--- src/hbc_pkg.sv ---
package hbc_pkg;

    // ------------------------------------------------------------------
    // Clock and timer sizing
    // ------------------------------------------------------------------
    localparam int CLK_MHZ        = 100;
    localparam int CLK_PERIOD_NS  = 10;
    localparam int TMR_W          = 20;

    // ------------------------------------------------------------------
    // Off-time and blanking
    // ------------------------------------------------------------------
    localparam int OFF_INT_US     = 20;
    localparam int OFF_MIN_US     = 10;
    localparam int OFF_MAX_US     = 80;
    localparam int OFF_SET_W      = 8;
    localparam int BLANK_NS       = 2500;
    localparam int BLANK_CYC      = (BLANK_NS + CLK_PERIOD_NS - 1) / CLK_PERIOD_NS;

    // ------------------------------------------------------------------
    // Overcurrent auto-retry
    // ------------------------------------------------------------------
    localparam int RETRY_MS       = 3;
    localparam int RETRY_CYC_DEF  = RETRY_MS * 1000 * CLK_MHZ;

    // ------------------------------------------------------------------
    // Decay selection
    // ------------------------------------------------------------------
    localparam logic [1:0] DECAY_SLOW  = 2'h0;
    localparam logic [1:0] DECAY_MIX30 = 2'h1;
    localparam logic [1:0] DECAY_MIX60 = 2'h2;
    localparam logic [1:0] DECAY_FAST  = 2'h3;
    localparam int FAST_MIX30_PCT = 30;
    localparam int FAST_MIX60_PCT = 60;
    localparam int PCT_FULL       = 100;

    // ------------------------------------------------------------------
    // Trip level table, per mille of full scale
    // ------------------------------------------------------------------
    localparam int LEVEL_W = 10;
    localparam logic [LEVEL_W-1:0] LEVEL_PERMIL [16] = '{
        10'h3E8, 10'h3E0, 10'h3D0, 10'h3B9, 10'h391, 10'h362, 10'h32B, 10'h2E4,
        10'h29D, 10'h24F, 10'h1F8, 10'h199, 10'h133, 10'h0CD, 10'h066, 10'h000
    };

    // ------------------------------------------------------------------
    // Types
    // ------------------------------------------------------------------
    typedef enum logic [3:0] {
        ST_RUN     = 4'h1,
        ST_OFF     = 4'h2,
        ST_PROTECT = 4'h4,
        ST_SLEEP   = 4'h8
    } mode_e;

    typedef struct packed {
        logic hs_a;
        logic ls_a;
        logic hs_b;
        logic ls_b;
    } gate_s;

    localparam gate_s GATE_HIZ = 4'h0;

    typedef struct packed {
        logic       en;
        logic       dir_a;
        logic       dir_b;
        logic       trip;
        logic       zero;
        logic       overcurrent_guard;
        logic       therm;
        logic       supply_low_lockout;
        logic       sleep_n;
        logic       strap;
        logic [1:0] decay;
        logic [3:0] level;
        logic [OFF_SET_W-1:0] off_us;
    } pin_s;

endpackage

--- src/cycle_timer.sv ---
`timescale 1ns/100ps
module cycle_timer
    import hbc_pkg::*;
(
    input  wire logic             clk_i,
    input  wire logic             rst_i,
    input  wire logic             load_i,
    input  wire logic             clear_i,
    input  wire logic [TMR_W-1:0] len_i,
    output logic                  busy_o,
    output logic                  done_o,
    output logic [TMR_W-1:0]      remain_o
);

    logic [TMR_W-1:0] cnt_ff;
    logic             done_ff;

    always_ff @(posedge clk_i) begin
        if (rst_i || clear_i) begin
            cnt_ff <= '0;
        end else if (load_i) begin
            cnt_ff <= len_i;
        end else if (cnt_ff != '0) begin
            cnt_ff <= cnt_ff - TMR_W'(1);
        end
    end

    // Pulse in the first cycle the count reads zero
    always_ff @(posedge clk_i) begin
        if (rst_i || clear_i || load_i) begin
            done_ff <= 1'b0;
        end else begin
            done_ff <= (cnt_ff == TMR_W'(1));
        end
    end

    assign busy_o   = (cnt_ff != '0);
    assign done_o   = done_ff;
    assign remain_o = cnt_ff;

endmodule // cycle_timer

--- src/hbridge_chopper_control.sv ---
// Summary of operation
// - Enable low puts both half-bridges in high impedance.
// - Enable high, both directions low: both half-bridges low.
// - Enable high, A high, B low: half-bridge A high, B low.
// - Enable high, A low, B high: half-bridge A low, B high.
// - Enable high, both directions high: both half-bridges high.
// - Slow decay turns on both low-side switches together.
// - Current trip overrides direction inputs and applies decay for off-time.
// - Off-time expiry returns bridge to the commanded state.
// - Current level code selects trip threshold from the fraction table.
// - Strapped off-time pin gives 20 us, else the external setting.
// - Off-time counter covers 10 us to 80 us.
// - Regulation flag pulled low during each loop-imposed off interval.
// - Regulation flag only while the loop forces decay, never input phases.
// - Any direction input transition ends the running off-time.
// - Decay select: slow, 30/70 mixed, 60/40 mixed, fast.
// - Fast decay goes high impedance when current nears zero.
// - Overcurrent counts only after comparator outlasts the deglitch time.
// - Overcurrent: disable, fault low, 3 ms high impedance, then retry.
// - Over-temperature: tri-state and fault low until flag clears.
// - Undervoltage: tri-state and fault low, resume commanded state after.
// - Sleep low tri-states outputs and clears the blanking and retry timers.
`timescale 1ns/100ps
module hbridge_chopper_control
    import hbc_pkg::*;
#(
    parameter int CYCLES_PER_US = CLK_MHZ,
    parameter int RETRY_CYC     = RETRY_CYC_DEF
)(
    input  wire logic                 REF_CLK_I,
    input  wire logic                 RST_I,
    input  wire logic                 SLEEP_N_A_I,
    input  wire logic                 BRIDGE_EN_I,
    input  wire logic                 DIR_IN_A_I,
    input  wire logic                 DIR_IN_B_I,
    input  wire logic [3:0]           CURRENT_LEVEL_CODE_I,
    input  wire logic                 DECAY_SEL_LO_I,
    input  wire logic                 DECAY_SEL_HI_I,
    input  wire logic                 OFFTIME_STRAP_I,
    input  wire logic [OFF_SET_W-1:0] OFFTIME_SET_PIN_I,
    input  wire logic                 CURRENT_TRIP_I,
    input  wire logic                 ZERO_CURRENT_I,
    input  wire logic                 OVERCURRENT_GUARD_I,
    input  wire logic                 THERMAL_CUTOFF_I,
    input  wire logic                 SUPPLY_LOW_LOCKOUT_I,
    output logic                      HS_A_O,
    output logic                      LS_A_O,
    output logic                      HS_B_O,
    output logic                      LS_B_O,
    output logic                      REGULATION_ACTIVE_N_OUT_O,
    output logic                      REGULATION_ACTIVE_N_OE_O,
    output logic                      FAULT_N_OUT_O,
    output logic                      FAULT_N_OE_O,
    output logic [LEVEL_W-1:0]        TRIP_LEVEL_O
);

    // ------------------------------------------------------------------
    // Declarations
    // ------------------------------------------------------------------
    pin_s             pin_raw;
    pin_s             sync1_ff;
    pin_s             sync2_ff;
    logic             dir_a_prev_ff;
    logic             dir_b_prev_ff;
    logic             en_prev_ff;
    mode_e            state_ff;
    mode_e            nxt_state;
    gate_s            gate_ff;
    gate_s            nxt_gate;
    logic             reg_oe_ff;
    logic             fault_oe_ff;
    logic             od_low_ff;
    logic [LEVEL_W-1:0] level_ff;
    logic [TMR_W-1:0] off_len_ff;
    logic [TMR_W-1:0] fast_len_ff;
    logic [1:0]       decay_ff;
    logic             fwd_ff;
    logic             zero_seen_ff;
    logic [TMR_W-1:0] nxt_off_len;
    logic [TMR_W-1:0] nxt_fast_len;
    logic [OFF_SET_W-1:0] off_us;
    logic             dir_change;
    logic             en_rise;
    logic             driving;
    logic             bridge_live;
    logic             hard_fault;
    logic             protect_req;
    logic             go_off;
    logic             off_clear;
    logic             off_done;
    logic [TMR_W-1:0] off_remain;
    logic [TMR_W-1:0] elapsed;
    logic             fast_phase;
    logic             blank_load;
    logic             blank_busy;
    logic             retry_busy;
    logic             deg_load;
    logic             deg_clear;
    logic             deg_busy;
    logic             ocp_event;

    // ------------------------------------------------------------------
    // Input synchronisers
    // ------------------------------------------------------------------
    // Field order follows pin_s
    assign pin_raw = {BRIDGE_EN_I, DIR_IN_A_I, DIR_IN_B_I, CURRENT_TRIP_I, ZERO_CURRENT_I,
                      OVERCURRENT_GUARD_I, THERMAL_CUTOFF_I, SUPPLY_LOW_LOCKOUT_I,
                      SLEEP_N_A_I, OFFTIME_STRAP_I, DECAY_SEL_HI_I, DECAY_SEL_LO_I,
                      CURRENT_LEVEL_CODE_I, OFFTIME_SET_PIN_I};

    // Multi-bit codes are static straps; a skew of one cycle is harmless
    always_ff @(posedge REF_CLK_I) begin
        if (RST_I) begin
            sync1_ff <= '0;
            sync2_ff <= '0;
        end else begin
            sync1_ff <= pin_raw;
            sync2_ff <= sync1_ff;
        end
    end

    always_ff @(posedge REF_CLK_I) begin
        if (RST_I) begin
            dir_a_prev_ff <= 1'b0;
            dir_b_prev_ff <= 1'b0;
            en_prev_ff    <= 1'b0;
        end else begin
            dir_a_prev_ff <= sync2_ff.dir_a;
            dir_b_prev_ff <= sync2_ff.dir_b;
            en_prev_ff    <= sync2_ff.en;
        end
    end

    assign dir_change  = (sync2_ff.dir_a != dir_a_prev_ff) || (sync2_ff.dir_b != dir_b_prev_ff);
    assign en_rise     = sync2_ff.en && !en_prev_ff;
    assign driving     = sync2_ff.en && (sync2_ff.dir_a ^ sync2_ff.dir_b);
    assign bridge_live = (state_ff == ST_RUN) || (state_ff == ST_OFF);
    assign hard_fault  = sync2_ff.therm || sync2_ff.supply_low_lockout;
    assign protect_req = ocp_event || hard_fault;

    // ------------------------------------------------------------------
    // Off-time length
    // ------------------------------------------------------------------
    always_comb begin
        off_us = sync2_ff.off_us;
        if (sync2_ff.strap) begin
            off_us = OFF_SET_W'(OFF_INT_US);
        end else if (off_us < OFF_SET_W'(OFF_MIN_US)) begin
            off_us = OFF_SET_W'(OFF_MIN_US);
        end else if (off_us > OFF_SET_W'(OFF_MAX_US)) begin
            off_us = OFF_SET_W'(OFF_MAX_US);
        end
        nxt_off_len = TMR_W'(int'(off_us) * CYCLES_PER_US);
        unique case (sync2_ff.decay)
            DECAY_SLOW:  nxt_fast_len = '0;
            DECAY_MIX30: nxt_fast_len = TMR_W'(int'(nxt_off_len) * FAST_MIX30_PCT / PCT_FULL);
            DECAY_MIX60: nxt_fast_len = TMR_W'(int'(nxt_off_len) * FAST_MIX60_PCT / PCT_FULL);
            DECAY_FAST:  nxt_fast_len = nxt_off_len;
        endcase
    end

    // ------------------------------------------------------------------
    // Mode sequencing
    // ------------------------------------------------------------------
    always_comb begin
        nxt_state = state_ff;
        if (!sync2_ff.sleep_n) begin
            nxt_state = ST_SLEEP;
        end else begin
            unique case (state_ff)
                ST_SLEEP: nxt_state = ST_RUN;
                ST_RUN: begin
                    if (protect_req) begin
                        nxt_state = ST_PROTECT;
                    end else if (driving && sync2_ff.trip && !blank_busy) begin
                        nxt_state = ST_OFF;
                    end
                end
                ST_OFF: begin
                    if (protect_req) begin
                        nxt_state = ST_PROTECT;
                    end else if (off_done || dir_change || !sync2_ff.en) begin
                        nxt_state = ST_RUN;
                    end
                end
                ST_PROTECT: begin
                    if (!hard_fault && !retry_busy && !ocp_event) begin
                        nxt_state = ST_RUN;
                    end
                end
            endcase
        end
    end

    always_ff @(posedge REF_CLK_I) begin
        if (RST_I) begin
            state_ff <= ST_SLEEP;
        end else begin
            state_ff <= nxt_state;
        end
    end

    assign go_off    = (state_ff != ST_OFF) && (nxt_state == ST_OFF);
    assign off_done  = (off_remain == TMR_W'(1));
    assign off_clear = (state_ff == ST_OFF) && (nxt_state != ST_OFF);

    // ------------------------------------------------------------------
    // Off-phase context captured at the trip
    // ------------------------------------------------------------------
    always_ff @(posedge REF_CLK_I) begin
        if (RST_I) begin
            off_len_ff  <= '0;
            fast_len_ff <= '0;
            decay_ff    <= DECAY_SLOW;
            fwd_ff      <= 1'b0;
        end else if (go_off) begin
            off_len_ff  <= nxt_off_len;
            fast_len_ff <= nxt_fast_len;
            decay_ff    <= sync2_ff.decay;
            fwd_ff      <= sync2_ff.dir_a;
        end
    end

    assign elapsed    = off_len_ff - off_remain;
    assign fast_phase = (decay_ff == DECAY_FAST) || (elapsed < fast_len_ff);

    // Once the current has collapsed the bridge stays open for the rest of the fast part
    always_ff @(posedge REF_CLK_I) begin
        if (RST_I || go_off) begin
            zero_seen_ff <= 1'b0;
        end else if ((state_ff == ST_OFF) && fast_phase && sync2_ff.zero) begin
            zero_seen_ff <= 1'b1;
        end
    end

    // ------------------------------------------------------------------
    // Timers
    // ------------------------------------------------------------------
    cycle_timer u_off_timer (
        .clk_i    (REF_CLK_I),
        .rst_i    (RST_I),
        .load_i   (go_off),
        .clear_i  (off_clear),
        .len_i    (nxt_off_len),
        .busy_o   (),
        .done_o   (),
        .remain_o (off_remain)
    );

    // Blanking restarts on every fresh on phase and input edge, except the wake from sleep
    assign blank_load = (nxt_state == ST_RUN)
                        && ((state_ff != ST_RUN) || dir_change || en_rise);

    cycle_timer u_blank_timer (
        .clk_i    (REF_CLK_I),
        .rst_i    (RST_I),
        .load_i   (blank_load),
        .clear_i  (state_ff == ST_SLEEP),
        .len_i    (TMR_W'(BLANK_CYC)),
        .busy_o   (blank_busy),
        .done_o   (),
        .remain_o ()
    );

    // Deglitch only in the run and off states, so a held short re-arms after each retry
    assign deg_load  = sync2_ff.overcurrent_guard && bridge_live && !deg_busy && !ocp_event;
    assign deg_clear = !sync2_ff.overcurrent_guard || !bridge_live;

    cycle_timer u_deglitch_timer (
        .clk_i    (REF_CLK_I),
        .rst_i    (RST_I),
        .load_i   (deg_load),
        .clear_i  (deg_clear),
        .len_i    (TMR_W'(BLANK_CYC)),
        .busy_o   (deg_busy),
        .done_o   (ocp_event),
        .remain_o ()
    );

    cycle_timer u_retry_timer (
        .clk_i    (REF_CLK_I),
        .rst_i    (RST_I),
        .load_i   (ocp_event),
        .clear_i  (state_ff == ST_SLEEP),
        .len_i    (TMR_W'(RETRY_CYC)),
        .busy_o   (retry_busy),
        .done_o   (),
        .remain_o ()
    );

    // ------------------------------------------------------------------
    // Bridge drive
    // ------------------------------------------------------------------
    always_comb begin
        nxt_gate = GATE_HIZ;
        unique case (state_ff)
            ST_RUN: begin
                if (sync2_ff.en) begin
                    nxt_gate.hs_a = sync2_ff.dir_a;
                    nxt_gate.ls_a = !sync2_ff.dir_a;
                    nxt_gate.hs_b = sync2_ff.dir_b;
                    nxt_gate.ls_b = !sync2_ff.dir_b;
                end
            end
            ST_OFF: begin
                if (!fast_phase) begin
                    nxt_gate.ls_a = 1'b1;
                    nxt_gate.ls_b = 1'b1;
                end else if (zero_seen_ff || sync2_ff.zero) begin
                    nxt_gate = GATE_HIZ;
                end else begin
                    nxt_gate.hs_a = !fwd_ff;
                    nxt_gate.ls_a = fwd_ff;
                    nxt_gate.hs_b = fwd_ff;
                    nxt_gate.ls_b = !fwd_ff;
                end
            end
            ST_PROTECT: nxt_gate = GATE_HIZ;
            ST_SLEEP:   nxt_gate = GATE_HIZ;
        endcase
    end

    always_ff @(posedge REF_CLK_I) begin
        if (RST_I) begin
            gate_ff <= GATE_HIZ;
        end else begin
            gate_ff <= nxt_gate;
        end
    end

    // ------------------------------------------------------------------
    // Status pins and trip level
    // ------------------------------------------------------------------
    always_ff @(posedge REF_CLK_I) begin
        if (RST_I) begin
            reg_oe_ff   <= 1'b0;
            fault_oe_ff <= 1'b0;
            od_low_ff   <= 1'b0;
        end else begin
            reg_oe_ff   <= (state_ff == ST_OFF);
            fault_oe_ff <= (state_ff == ST_PROTECT);
            od_low_ff   <= 1'b0;
        end
    end

    always_ff @(posedge REF_CLK_I) begin
        if (RST_I) begin
            level_ff <= LEVEL_PERMIL[0];
        end else begin
            level_ff <= LEVEL_PERMIL[sync2_ff.level];
        end
    end

    assign HS_A_O                    = gate_ff.hs_a;
    assign LS_A_O                    = gate_ff.ls_a;
    assign HS_B_O                    = gate_ff.hs_b;
    assign LS_B_O                    = gate_ff.ls_b;
    assign REGULATION_ACTIVE_N_OUT_O = od_low_ff;
    assign REGULATION_ACTIVE_N_OE_O  = reg_oe_ff;
    assign FAULT_N_OUT_O             = od_low_ff;
    assign FAULT_N_OE_O              = fault_oe_ff;
    assign TRIP_LEVEL_O              = level_ff;

endmodule // hbridge_chopper_control

--- config.mk ---
export PLATFORM = sky130hd
export DESIGN_NAME = hbridge_chopper_control
export DESIGN_NICKNAME = d
export VERILOG_FILES = /design/src/hbc_pkg.sv /design/src/cycle_timer.sv /design/src/hbridge_chopper_control.sv
export SDC_FILE = /design/constraint.sdc
export NUM_CORES = 1
export LEC_CHECK = 0
export BUFFER_PORTS_ARGS = -buffer_cell sky130_fd_sc_hd__buf_2
export CAP_MARGIN = 10
export CORE_UTILIZATION = 55
export CTS_BUF_LIST = sky130_fd_sc_hd__clkbuf_8
export DETAILED_ROUTE_END_ITERATION = 16
export PLACE_DENSITY = 0.76
export SYNTH_ARGS = -nofsm -noshare
export SYNTH_HDL_FRONTEND = slang
export SYNTH_SLANG_ARGS = --single-unit
export TNS_END_PERCENT = 100
--- constraint.sdc ---
create_clock -name REF_CLK_I -period 18.5 [get_ports REF_CLK_I]
set_input_delay 3.7 -clock REF_CLK_I [delete_from_list [all_inputs] [get_ports REF_CLK_I]]
set_output_delay 3.7 -clock REF_CLK_I [all_outputs]
set_load 0.01 [all_outputs]
==> flow_metrics.env, run 1 <==
export IMPL_ctsRootBufferMaster="clkbuf_8"
export IMPL_synth_cell_area_sq_um=14130
export IMPL_yosysUniqueCellTypes=115
export IMPL_worst_clock_skew_ns=0.02199
export IMPL_vias=12720
export IMPL_filler_instances=2178
export IMPL_synth_top_area_share_pct=26.06
export IMPL_launch_instance_of_the_worst_min_delay_path="sync1_ff[7]"
export IMPL_multi_input_area_sq_um=9859
export IMPL_cts_hold_repair_buffers=0
export IMPL_hpwlAfterDp_mm=24.05
export IMPL_cts_root_to_sink_buffers=2
export IMPL_grt_pass1_vias=11750
export IMPL_rows=58
export IMPL_post_drt_via_cell_ratio=6.045
export IMPL_critical_path_arrival_ns=17.66
export IMPL_cts_tree="yes"
export IMPL_synth_largest_area_cell="dfxtp_1"
export IMPL_routedWlPerCell_um=15.41
export IMPL_drc=0
export IMPL_clkLatencyLatePin_ns=0.48
export IMPL_pin_count_of_the_biggest_net_entering_global_routing=57
export IMPL_outcome="complete, no violations"
export IMPL_post_synth_main_area_contributors="dfxtp_1, ha_1, a21oi_1"
export IMPL_synth_seq_cells=184
export IMPL_finalWeightedCongestion=0.9197
export IMPL_insertedDiodeCount=0
export IMPL_finalSetupViolCount=0
export IMPL_regArea_sq_um=3684
export IMPL_die_area_sq_um=26340
export IMPL_area_growth_synth_to_final_pct=7.047
export IMPL_drive_gt1_share_pct=10.60
export IMPL_grt_pass1_wl_mm=54.68
export IMPL_syn_instance_count=1744
export IMPL_nNetsFinal=1906
export IMPL_cp_num_buf_inv=3
export IMPL_cts_clk_slew_worst_paths_ns=0.11
export IMPL_synth_edff_count=0
export IMPL_port_buffer_count=41
export IMPL_worst_r2r_cell_count=62
export IMPL_yosys_top_cells_count="dfxtp_1, nand2_1, a21oi_1"
export IMPL_drv_cap=0
export IMPL_max_slew_margin_rel_pct=41.03
export IMPL_holdWs_ns=0.4386
export IMPL_cts_sink_count=184
export IMPL_sum_of_negative_setup_slack_ns=0
export IMPL_synth_async_sr_flop_share_pct=0
export IMPL_antenna_violations_before_repair=0
export IMPL_min_delay_path_class="flop to flop"
export IMPL_floorplan_die_width_um=162.3
export IMPL_critical_path_slowest_cell="a311o_1"
export IMPL_min_to="sync2_ff[7]"
export IMPL_final_hold_viol_count=0
export IMPL_ff_to_ff_start="sync2_ff[1]"
export IMPL_top_cell_family_by_delay_on_the_critical_path="compound AO/OA/AOI/OAI gates"
export IMPL_synth_ff_type="dfxtp_1"
export IMPL_cts_made_buffers=17
export IMPL_yosysWarnings=0
export IMPL_period_needed_ns=17.25
export IMPL_fp_dieH_um=162.3
export IMPL_ios=44
export IMPL_synth_seq_area_share_pct=26.06
export IMPL_critical_path_most_common_cell="ha_1"
export IMPL_worst_hold_path_num_cells=1
export IMPL_globalRouteTotalUtil_pct=24.66
export IMPL_fmax_ghz=0.05797
export IMPL_synthesized_area_per_cell_sq_um=8.104
export IMPL_worst_slew_pin_transition_ns=0.8599
export IMPL_setup_reg_to_reg_worst_slack_ns=1.25
export IMPL_crit_required_ns=18.91
export IMPL_fin_area_sq_um=15130
export IMPL_final_max_slew_viol_count=0
export IMPL_timing_rr_end="fast_len_ff[0]"
export IMPL_critPathCaptureType="flop"
export IMPL_placeableCoreArea_sq_um=25180
export IMPL_worst_setup_path_type="flop to flop"
export IMPL_yosys_cell_count_top_type="dfxtp_1"
export IMPL_globalRouteOverflowTotal=0
export IMPL_drt_pass1_iterations=6
export IMPL_finalCritPeriodShare_pct=93.24
export IMPL_cp_start_kind="flop"
export IMPL_initial_utilization_pct=56.13
export IMPL_post_dp_cell_area_sq_um=14510
export IMPL_routed_wl_mm=32.43
export IMPL_cts_htree_levels=4
export IMPL_crit_fanout=12
export IMPL_detail_route_iter0_violations=826
export IMPL_drtAntennaViolNets=0
export IMPL_critPathMaxStageDelay_ns=0.52
[layer usage]
| layer | track usage, % | vias up | part of all wire (%) |
|---|---|---|---|
| met4 | 5.575 | 0 | 1.0 |
| met5 | 0 | - | 0 |
| li1 | - | 6366 | - |
| met1 | 33.54 | 5975 | 48 |
| met2 | 40.79 | 342 | 47 |
| met3 | 3.907 | 35 | 4.5 |
[per-stage QoR]
stage,setup WS (ns),util (%),cells
finish,1.250,60.08,2104
CTS,0.8298,59.29,2095
global placement,1.323,57.62,2063
detailed placement,0.9452,57.62,2063
floorplan,3.419,-,1747
global route,-0.04716,60.08,2104
[registers in the layout (all words and copies together) (netlist names), 10 cells and up]
name                       count
sync2_ff                      24
sync1_ff                      24
TRIP_LEVEL_O                  10
u_off_timer.remain_o          20
fast_len_ff                   15
off_len_ff                    13
u_blank_timer.remain_o        20
u_retry_timer.remain_o        20
u_deglitch_timer.remain_o     20
[worst register-to-register path: cells and delay by family (launching register included)]
| kind | cells | cell delay (ns) |
|---|---|---|
| simple gates | 13 | 2.57 |
| buf+inv | 3 | 0.52 |
| compound gates | 30 | 8.71 |
| xor+xnor | 4 | 1.11 |
| mux | 3 | 1.03 |
| fa+ha+maj | 9 | 2.88 |
| flops | 1 | 0.35 |
[how the worst max path moves through the flow]
stage | end | slack, ns | start | cells after the start
detailed placement | fast_len_ff[0] | 0.95 | sync2_ff[1] | 58
global placement | fast_len_ff[0] | 1.32 | sync2_ff[1] | 60
CTS | fast_len_ff[0] | 0.83 | sync2_ff[1] | 59
floorplan | fast_len_ff[0] | 3.42 | sync2_ff[1] | 68
finish | fast_len_ff[0] | 1.25 | sync2_ff[1] | 62
global route | fast_len_ff[0] | -0.05 | sync2_ff[1] | 62
[final cells by class]
type / instances / area share [%]
Sequential cell: 184 / 24.35
Tap cell: 330 / 2.729
Multi-Input combinational cell: 1387 / 65.17
Clock inverter: 15 / 1.232
Inverter: 114 / 2.828
Clock buffer: 17 / 1.546
Timing Repair Buffer: 57 / 2.150
[repair_timing]
| item | CTS | global route |
|---|---|---|
| buffers inserted | 0 | 9 |
| setup endpoints to repair | 0 | 2 |
| gates resized for setup | 0 | 21 |
[cell usage in the layout, fill, tap and decap left out, drive strengths merged, types with 18 or more instances in the layout]
cell type and instances:
nand2 147, nor4 27, xor2 33, nand4 21
inv 120, nor3 86, a211oi 26, xnor2 78
nand2b 27, a31oi 18, nand3 35, o21ai 73
nor2 140, a21o 23, dfxtp 184, ha 97
or3 19, o211ai 26, fa 22, a21oi 147
buf 57, nor2b 61
[cell families after synthesis]
group | Yosys count | share of synthesized area [%]
compound gates | 491 | 25.07
buf+inv | 176 | 5.188
other cells | 2 | 0.05314
mux | 29 | 2.319
simple gates | 632 | 22.67
flops | 184 | 26.06
xor+xnor | 111 | 6.932
fa+ha+maj | 119 | 11.70
Power of run 1 is left out: the tool's default activity adds up to more than one toggle a clock period on the data nets, which glitch-free logic cannot reach.
==> run 2: changes to the inputs <==
--- a/config.mk
+++ b/config.mk
@@ -11,6 +11,7 @@
 export CTS_BUF_LIST = sky130_fd_sc_hd__clkbuf_8
 export DETAILED_ROUTE_END_ITERATION = 16
 export PLACE_DENSITY = 0.76
+export RECOVER_POWER = 50
 export SYNTH_ARGS = -nofsm -noshare
 export SYNTH_HDL_FRONTEND = slang
 export SYNTH_SLANG_ARGS = --single-unit
==> run 2 against run 1 <==
The run now ends with capacitance limit, slew limit left. Via count is 0.12% lower. Die area stayed put. Critical path depth stayed put. Final cell count stayed put. Sequential cell count stayed put. First-iteration DRC count is 6.5% lower.
==> flow_metrics.env, run 2 (synthesized netlist as in run 1, its figures left out) <==
export IMPL_critical_path_startpoint="sync2_ff[1]"
export IMPL_final_hold_viol_count=0
export IMPL_antenna_violations_before_repair=0
export IMPL_ctsRootBufferMaster="clkbuf_8"
export IMPL_routedWlPerCell_um=15.39
export IMPL_worst_clock_skew_ns=0.02368
export IMPL_cts_sink_count=184
export IMPL_finalSetupViolCount=0
export IMPL_launch_instance_of_the_worst_min_delay_path="sync1_ff[7]"
export IMPL_cp_start_kind="flop"
export IMPL_setup_reg_to_reg_worst_slack_ns=1.27
export IMPL_crit_fanout=12
export IMPL_critical_path_slowest_cell="a2111oi_4"
export IMPL_cts_htree_levels=4
export IMPL_critical_path_arrival_ns=17.64
export IMPL_clkLatencyLatePin_ns=0.48
export IMPL_crit_required_ns=18.91
export IMPL_cts_clk_slew_worst_paths_ns=0.11
export IMPL_nNetsFinal=1906
export IMPL_globalRouteOverflowTotal=0
export IMPL_cts_hold_repair_buffers=0
export IMPL_fmax_ghz=0.05805
export IMPL_floorplan_die_width_um=162.3
export IMPL_cts_root_to_sink_buffers=2
export IMPL_detail_route_iter0_violations=772
export IMPL_grt_pass1_vias=11750
export IMPL_routed_wl_mm=32.38
export IMPL_drtAntennaViolNets=0
export IMPL_period_needed_ns=17.23
export IMPL_critical_path_most_common_cell="ha_1"
export IMPL_failed_checks="capacitance limit, slew limit"
export IMPL_largest_registers_ranked_by_flip_flop_count="sync1_ff x24, sync2_ff x24"
export IMPL_max_slew_margin_rel_pct=-38.87
export IMPL_ios=44
export IMPL_rows=58
export IMPL_cts_made_buffers=17
export IMPL_finalCritPeriodShare_pct=93.12
export IMPL_die_area_sq_um=26340
export IMPL_initial_utilization_pct=56.13
export IMPL_port_buffer_count=41
export IMPL_multi_input_area_sq_um=9859
export IMPL_vias=12700
export IMPL_drv_cap=2
export IMPL_grt_pass1_wl_mm=54.68
export IMPL_layout_cells_most_common="dfxtp_1"
export IMPL_layout_cells_most_common_list="dfxtp_1, nand2_1, a21oi_1"
export IMPL_worst_setup_path_type="flop to flop"
export IMPL_fp_dieH_um=162.3
export IMPL_hpwlAfterDp_mm=24.05
export IMPL_regArea_sq_um=3684
export IMPL_critPathMaxStageDelay_ns=0.53
export IMPL_drc=0
export IMPL_cts_tree="yes"
export IMPL_filler_instances=2182
export IMPL_area_growth_synth_to_final_pct=6.994
export IMPL_placeableCoreArea_sq_um=25180
export IMPL_finalWeightedCongestion=0.9197
export IMPL_fin_util_pct=60.05
export IMPL_worst_slew_pin_transition_ns=2.083
export IMPL_insertedDiodeCount=0
export IMPL_drt_pass1_iterations=5
export IMPL_post_drt_via_cell_ratio=6.038
export IMPL_critPathCaptureType="flop"
export IMPL_globalRouteTotalUtil_pct=24.66
export IMPL_final_max_slew_viol_count=98
export IMPL_drive_gt1_share_pct=10.20
export IMPL_outcome="complete, but fails checks"
export IMPL_ff_to_ff_start="sync2_ff[1]"
export IMPL_min_delay_path_class="flop to flop"
export IMPL_pin_count_of_the_biggest_net_entering_global_routing=57
==> run 2: cell type report <==
class | count | area share (%)
multi-input cells | 1387 | 65.20
flip-flops and latches | 184 | 24.36
inverters | 114 | 2.830
well taps | 330 | 2.730
repair buffers | 57 | 2.102
clock buffers | 17 | 1.547
clock inverters | 15 | 1.233
==> run 2: timing repair <==
item	in CTS	in global routing
setup buffers	0	9
endpoints found under the setup margin	0	2
resized for setup	0	21
==> run 2: worst paths after layout <==
check	end	depth (start not counted)
setup / recovery	fast_len_ff[0]	62
hold / removal	sync2_ff[7]	1
setup reg to reg	fast_len_ff[0]	62
hold reg to reg	sync2_ff[7]	1
==> run 2: metrics by stage <==
step	setup slack (ns)	instance area (sq um)	cells	setup TNS (ns)	hold WS [ns]
final	1.273	15120	2104	0	0.4387
after global routing	-0.04716	15120	2104	-0.04716	0.4557
after CTS	0.8298	14930	2095	0	0.4421
after detailed placement	0.9452	14510	2063	0	0.4243
after global placement	1.323	14510	2063	0	0.4148
after floorplan	3.419	14140	1747	0	0.4060
==> run 2: metal layers <==
layer	part of all wire, %	global-route usage (%)
met5	0	0
met3	4.2	3.907
met4	1.1	5.575
met2	47	40.79
met1	48	33.54
==> run 2: critical path: cells and delay by family, from the launching register on <==
| kind | cells | cell delay [ns] |
|---|---|---|
| AO/OA/AOI/OAI | 33 | 8.95 |
| XOR/XNOR | 4 | 1.10 |
| adder cells (fa/ha/maj) | 9 | 2.88 |
| buffers and inverters | 3 | 0.52 |
| flip-flops | 1 | 0.35 |
| multiplexers | 4 | 1.17 |
| AND/OR/NAND/NOR | 9 | 2.14 |
Power of run 2 is left out for the same reason.
==> run 3: changes to the inputs <==
--- a/config.mk
+++ b/config.mk
@@ -7,10 +7,10 @@
 export LEC_CHECK = 0
 export BUFFER_PORTS_ARGS = -buffer_cell sky130_fd_sc_hd__buf_2
 export CAP_MARGIN = 10
-export CORE_UTILIZATION = 55
+export CORE_UTILIZATION = 41
 export CTS_BUF_LIST = sky130_fd_sc_hd__clkbuf_8
 export DETAILED_ROUTE_END_ITERATION = 16
-export PLACE_DENSITY = 0.76
+export PLACE_DENSITY = 0.6
 export RECOVER_POWER = 50
 export SYNTH_ARGS = -nofsm -noshare
 export SYNTH_HDL_FRONTEND = slang
==> run 3 against run 2 <==
The flow still finishes with violations (capacitance limit, slew limit). Non-clock buffer count fell by 10. First-iteration DRC count rose by 10%. Global-route usage shrank 6.1 points. Setup slack gained 0.077 ns. Die area up 34%. Wire length is 2.5% higher. Largest cell class unchanged.
==> flow_metrics.env, run 3 (synthesized netlist as in run 1, its figures left out) <==
export IMPL_outcome="complete, but fails checks"
export IMPL_failed_checks="capacitance limit, slew limit"
export IMPL_final_hold_viol_count=0
export IMPL_grt_pass1_wl_mm=55.97
export IMPL_cts_htree_levels=4
export IMPL_critPathCaptureType="flop"
export IMPL_worst_setup_path_type="flop to flop"
export IMPL_cts_hold_repair_buffers=0
export IMPL_port_buffer_count=41
export IMPL_max_slew_margin_rel_pct=-109.5
export IMPL_fp_dieH_um=187.7
export IMPL_initial_utilization_pct=41.94
export IMPL_crit_required_ns=18.90
export IMPL_fmax_ghz=0.05831
export IMPL_rows=67
export IMPL_cts_clk_slew_worst_paths_ns=0.11
export IMPL_hpwlAfterDp_mm=24.85
export IMPL_cts_root_to_sink_buffers=2
export IMPL_cts_tree="yes"
export IMPL_routed_wl_mm=33.18
export IMPL_die_area_sq_um=35220
export IMPL_ctsRootBufferMaster="clkbuf_8"
export IMPL_worst_clock_skew_ns=0.02198
export IMPL_worst_slew_pin_transition_ns=3.143
export IMPL_globalRouteTotalUtil_pct=18.57
export IMPL_drv_cap=1
export IMPL_placeableCoreArea_sq_um=33700
export IMPL_detail_route_iter0_violations=851
export IMPL_cp_start_kind="flop"
export IMPL_drt_pass1_iterations=5
export IMPL_min_delay_path_class="flop to flop"
export IMPL_holdWs_ns=0.4332
export IMPL_critical_path_slowest_cell="a311o_1"
export IMPL_largest_registers_ranked_by_flip_flop_count="sync1_ff x24, sync2_ff x24"
export IMPL_finalWeightedCongestion=0.8852
export IMPL_cts_made_buffers=17
export IMPL_crit_fanout=12
export IMPL_clkLatencyLatePin_ns=0.47
export IMPL_globalRouteOverflowTotal=0
export IMPL_critical_path_arrival_ns=17.55
export IMPL_finalSetupViolCount=0
export IMPL_nNetsFinal=1896
export IMPL_ios=44
export IMPL_sum_of_negative_setup_slack_ns=0
export IMPL_layout_cells_most_common="dfxtp_1"
export IMPL_routedWlPerCell_um=15.01
export IMPL_finalCritPeriodShare_pct=92.70
export IMPL_floorplan_die_width_um=187.7
export IMPL_critical_path_most_common_cell="ha_1"
export IMPL_cts_sink_count=184
export IMPL_drtAntennaViolNets=0
export IMPL_drive_gt1_share_pct=9.472
export IMPL_vias=12480
export IMPL_antenna_violations_before_repair=1
export IMPL_pin_count_of_the_biggest_net_entering_global_routing=77
export IMPL_grt_pass1_vias=11660
export IMPL_drc=0
export IMPL_final_max_slew_viol_count=77
export IMPL_post_drt_via_cell_ratio=5.643
export IMPL_area_growth_synth_to_final_pct=7.268
export IMPL_period_needed_ns=17.15
export IMPL_layout_cells_most_common_list="dfxtp_1, nand2_1, a21oi_1"
export IMPL_rsz0062_at_grt="false"
export IMPL_critPathMaxStageDelay_ns=0.54
export IMPL_insertedDiodeCount=0
-- run 3: through the flow --
stage,util (%),instance area [sq um],worst slack (ns),instances
global placement,43.48,14650,1.115,2180
detailed placement,43.48,14650,0.7991,2180
finish,44.99,15160,1.350,2211
CTS,44.71,15070,0.7013,2211
global route,44.99,15160,0.03383,2211
floorplan,-,14140,3.419,1747
-- run 3: area by class of cell --
cell class,count,area [sq um]
Timing Repair Buffer,47,240.2
Clock buffer,17,234.0
Inverter,114,427.9
Multi-Input combinational cell,1387,9833
Sequential cell,184,3684
Tap cell,448,560.5
Fill cell,3361,18540
Clock inverter,14,181.4
-- run 3: worst max-delay path, delay by kind of cell (launching register included) --
kind | cells | cell delay [ns]
and+or+nand+nor | 10 | 1.82
AOI/OAI and AO/OA | 36 | 10.41
adders and majority gates | 9 | 2.84
muxes | 1 | 0.27
buffers and inverters | 2 | 0.33
xor gates and xnor gates | 4 | 1.04
DFF | 1 | 0.34
-- run 3: metal layers --
| metal | global-route usage [%] | up-vias | routed length (um) |
|---|---|---|---|
| li1 | - | 6340 | - |
| met1 | 26.22 | 5813 | 16790 |
| met4 | 3.627 | 0 | 335 |
| met5 | 0 | - | 0 |
| met3 | 2.583 | 32 | 1295 |
| met2 | 30.06 | 291 | 14760 |
-- run 3: final timing paths --
kind | end | cells past startpoint | slack [ns] | start
hold reg to reg | sync2_ff[13] | 1 | 0.43 | sync1_ff[13]
setup / recovery | fast_len_ff[0] | 62 | 1.35 | sync2_ff[1]
setup reg to reg | fast_len_ff[0] | 62 | 1.35 | sync2_ff[1]
hold / removal | sync2_ff[13] | 1 | 0.43 | sync1_ff[13]
-- run 3: repair_timing --
| item | in CTS | in global routing |
|---|---|---|
| gates resized for setup | 0 | 15 |
| endpoints found under the setup margin | 0 | 2 |
| buffers inserted | 0 | 0 |
Power of run 3 is left out for the same reason.
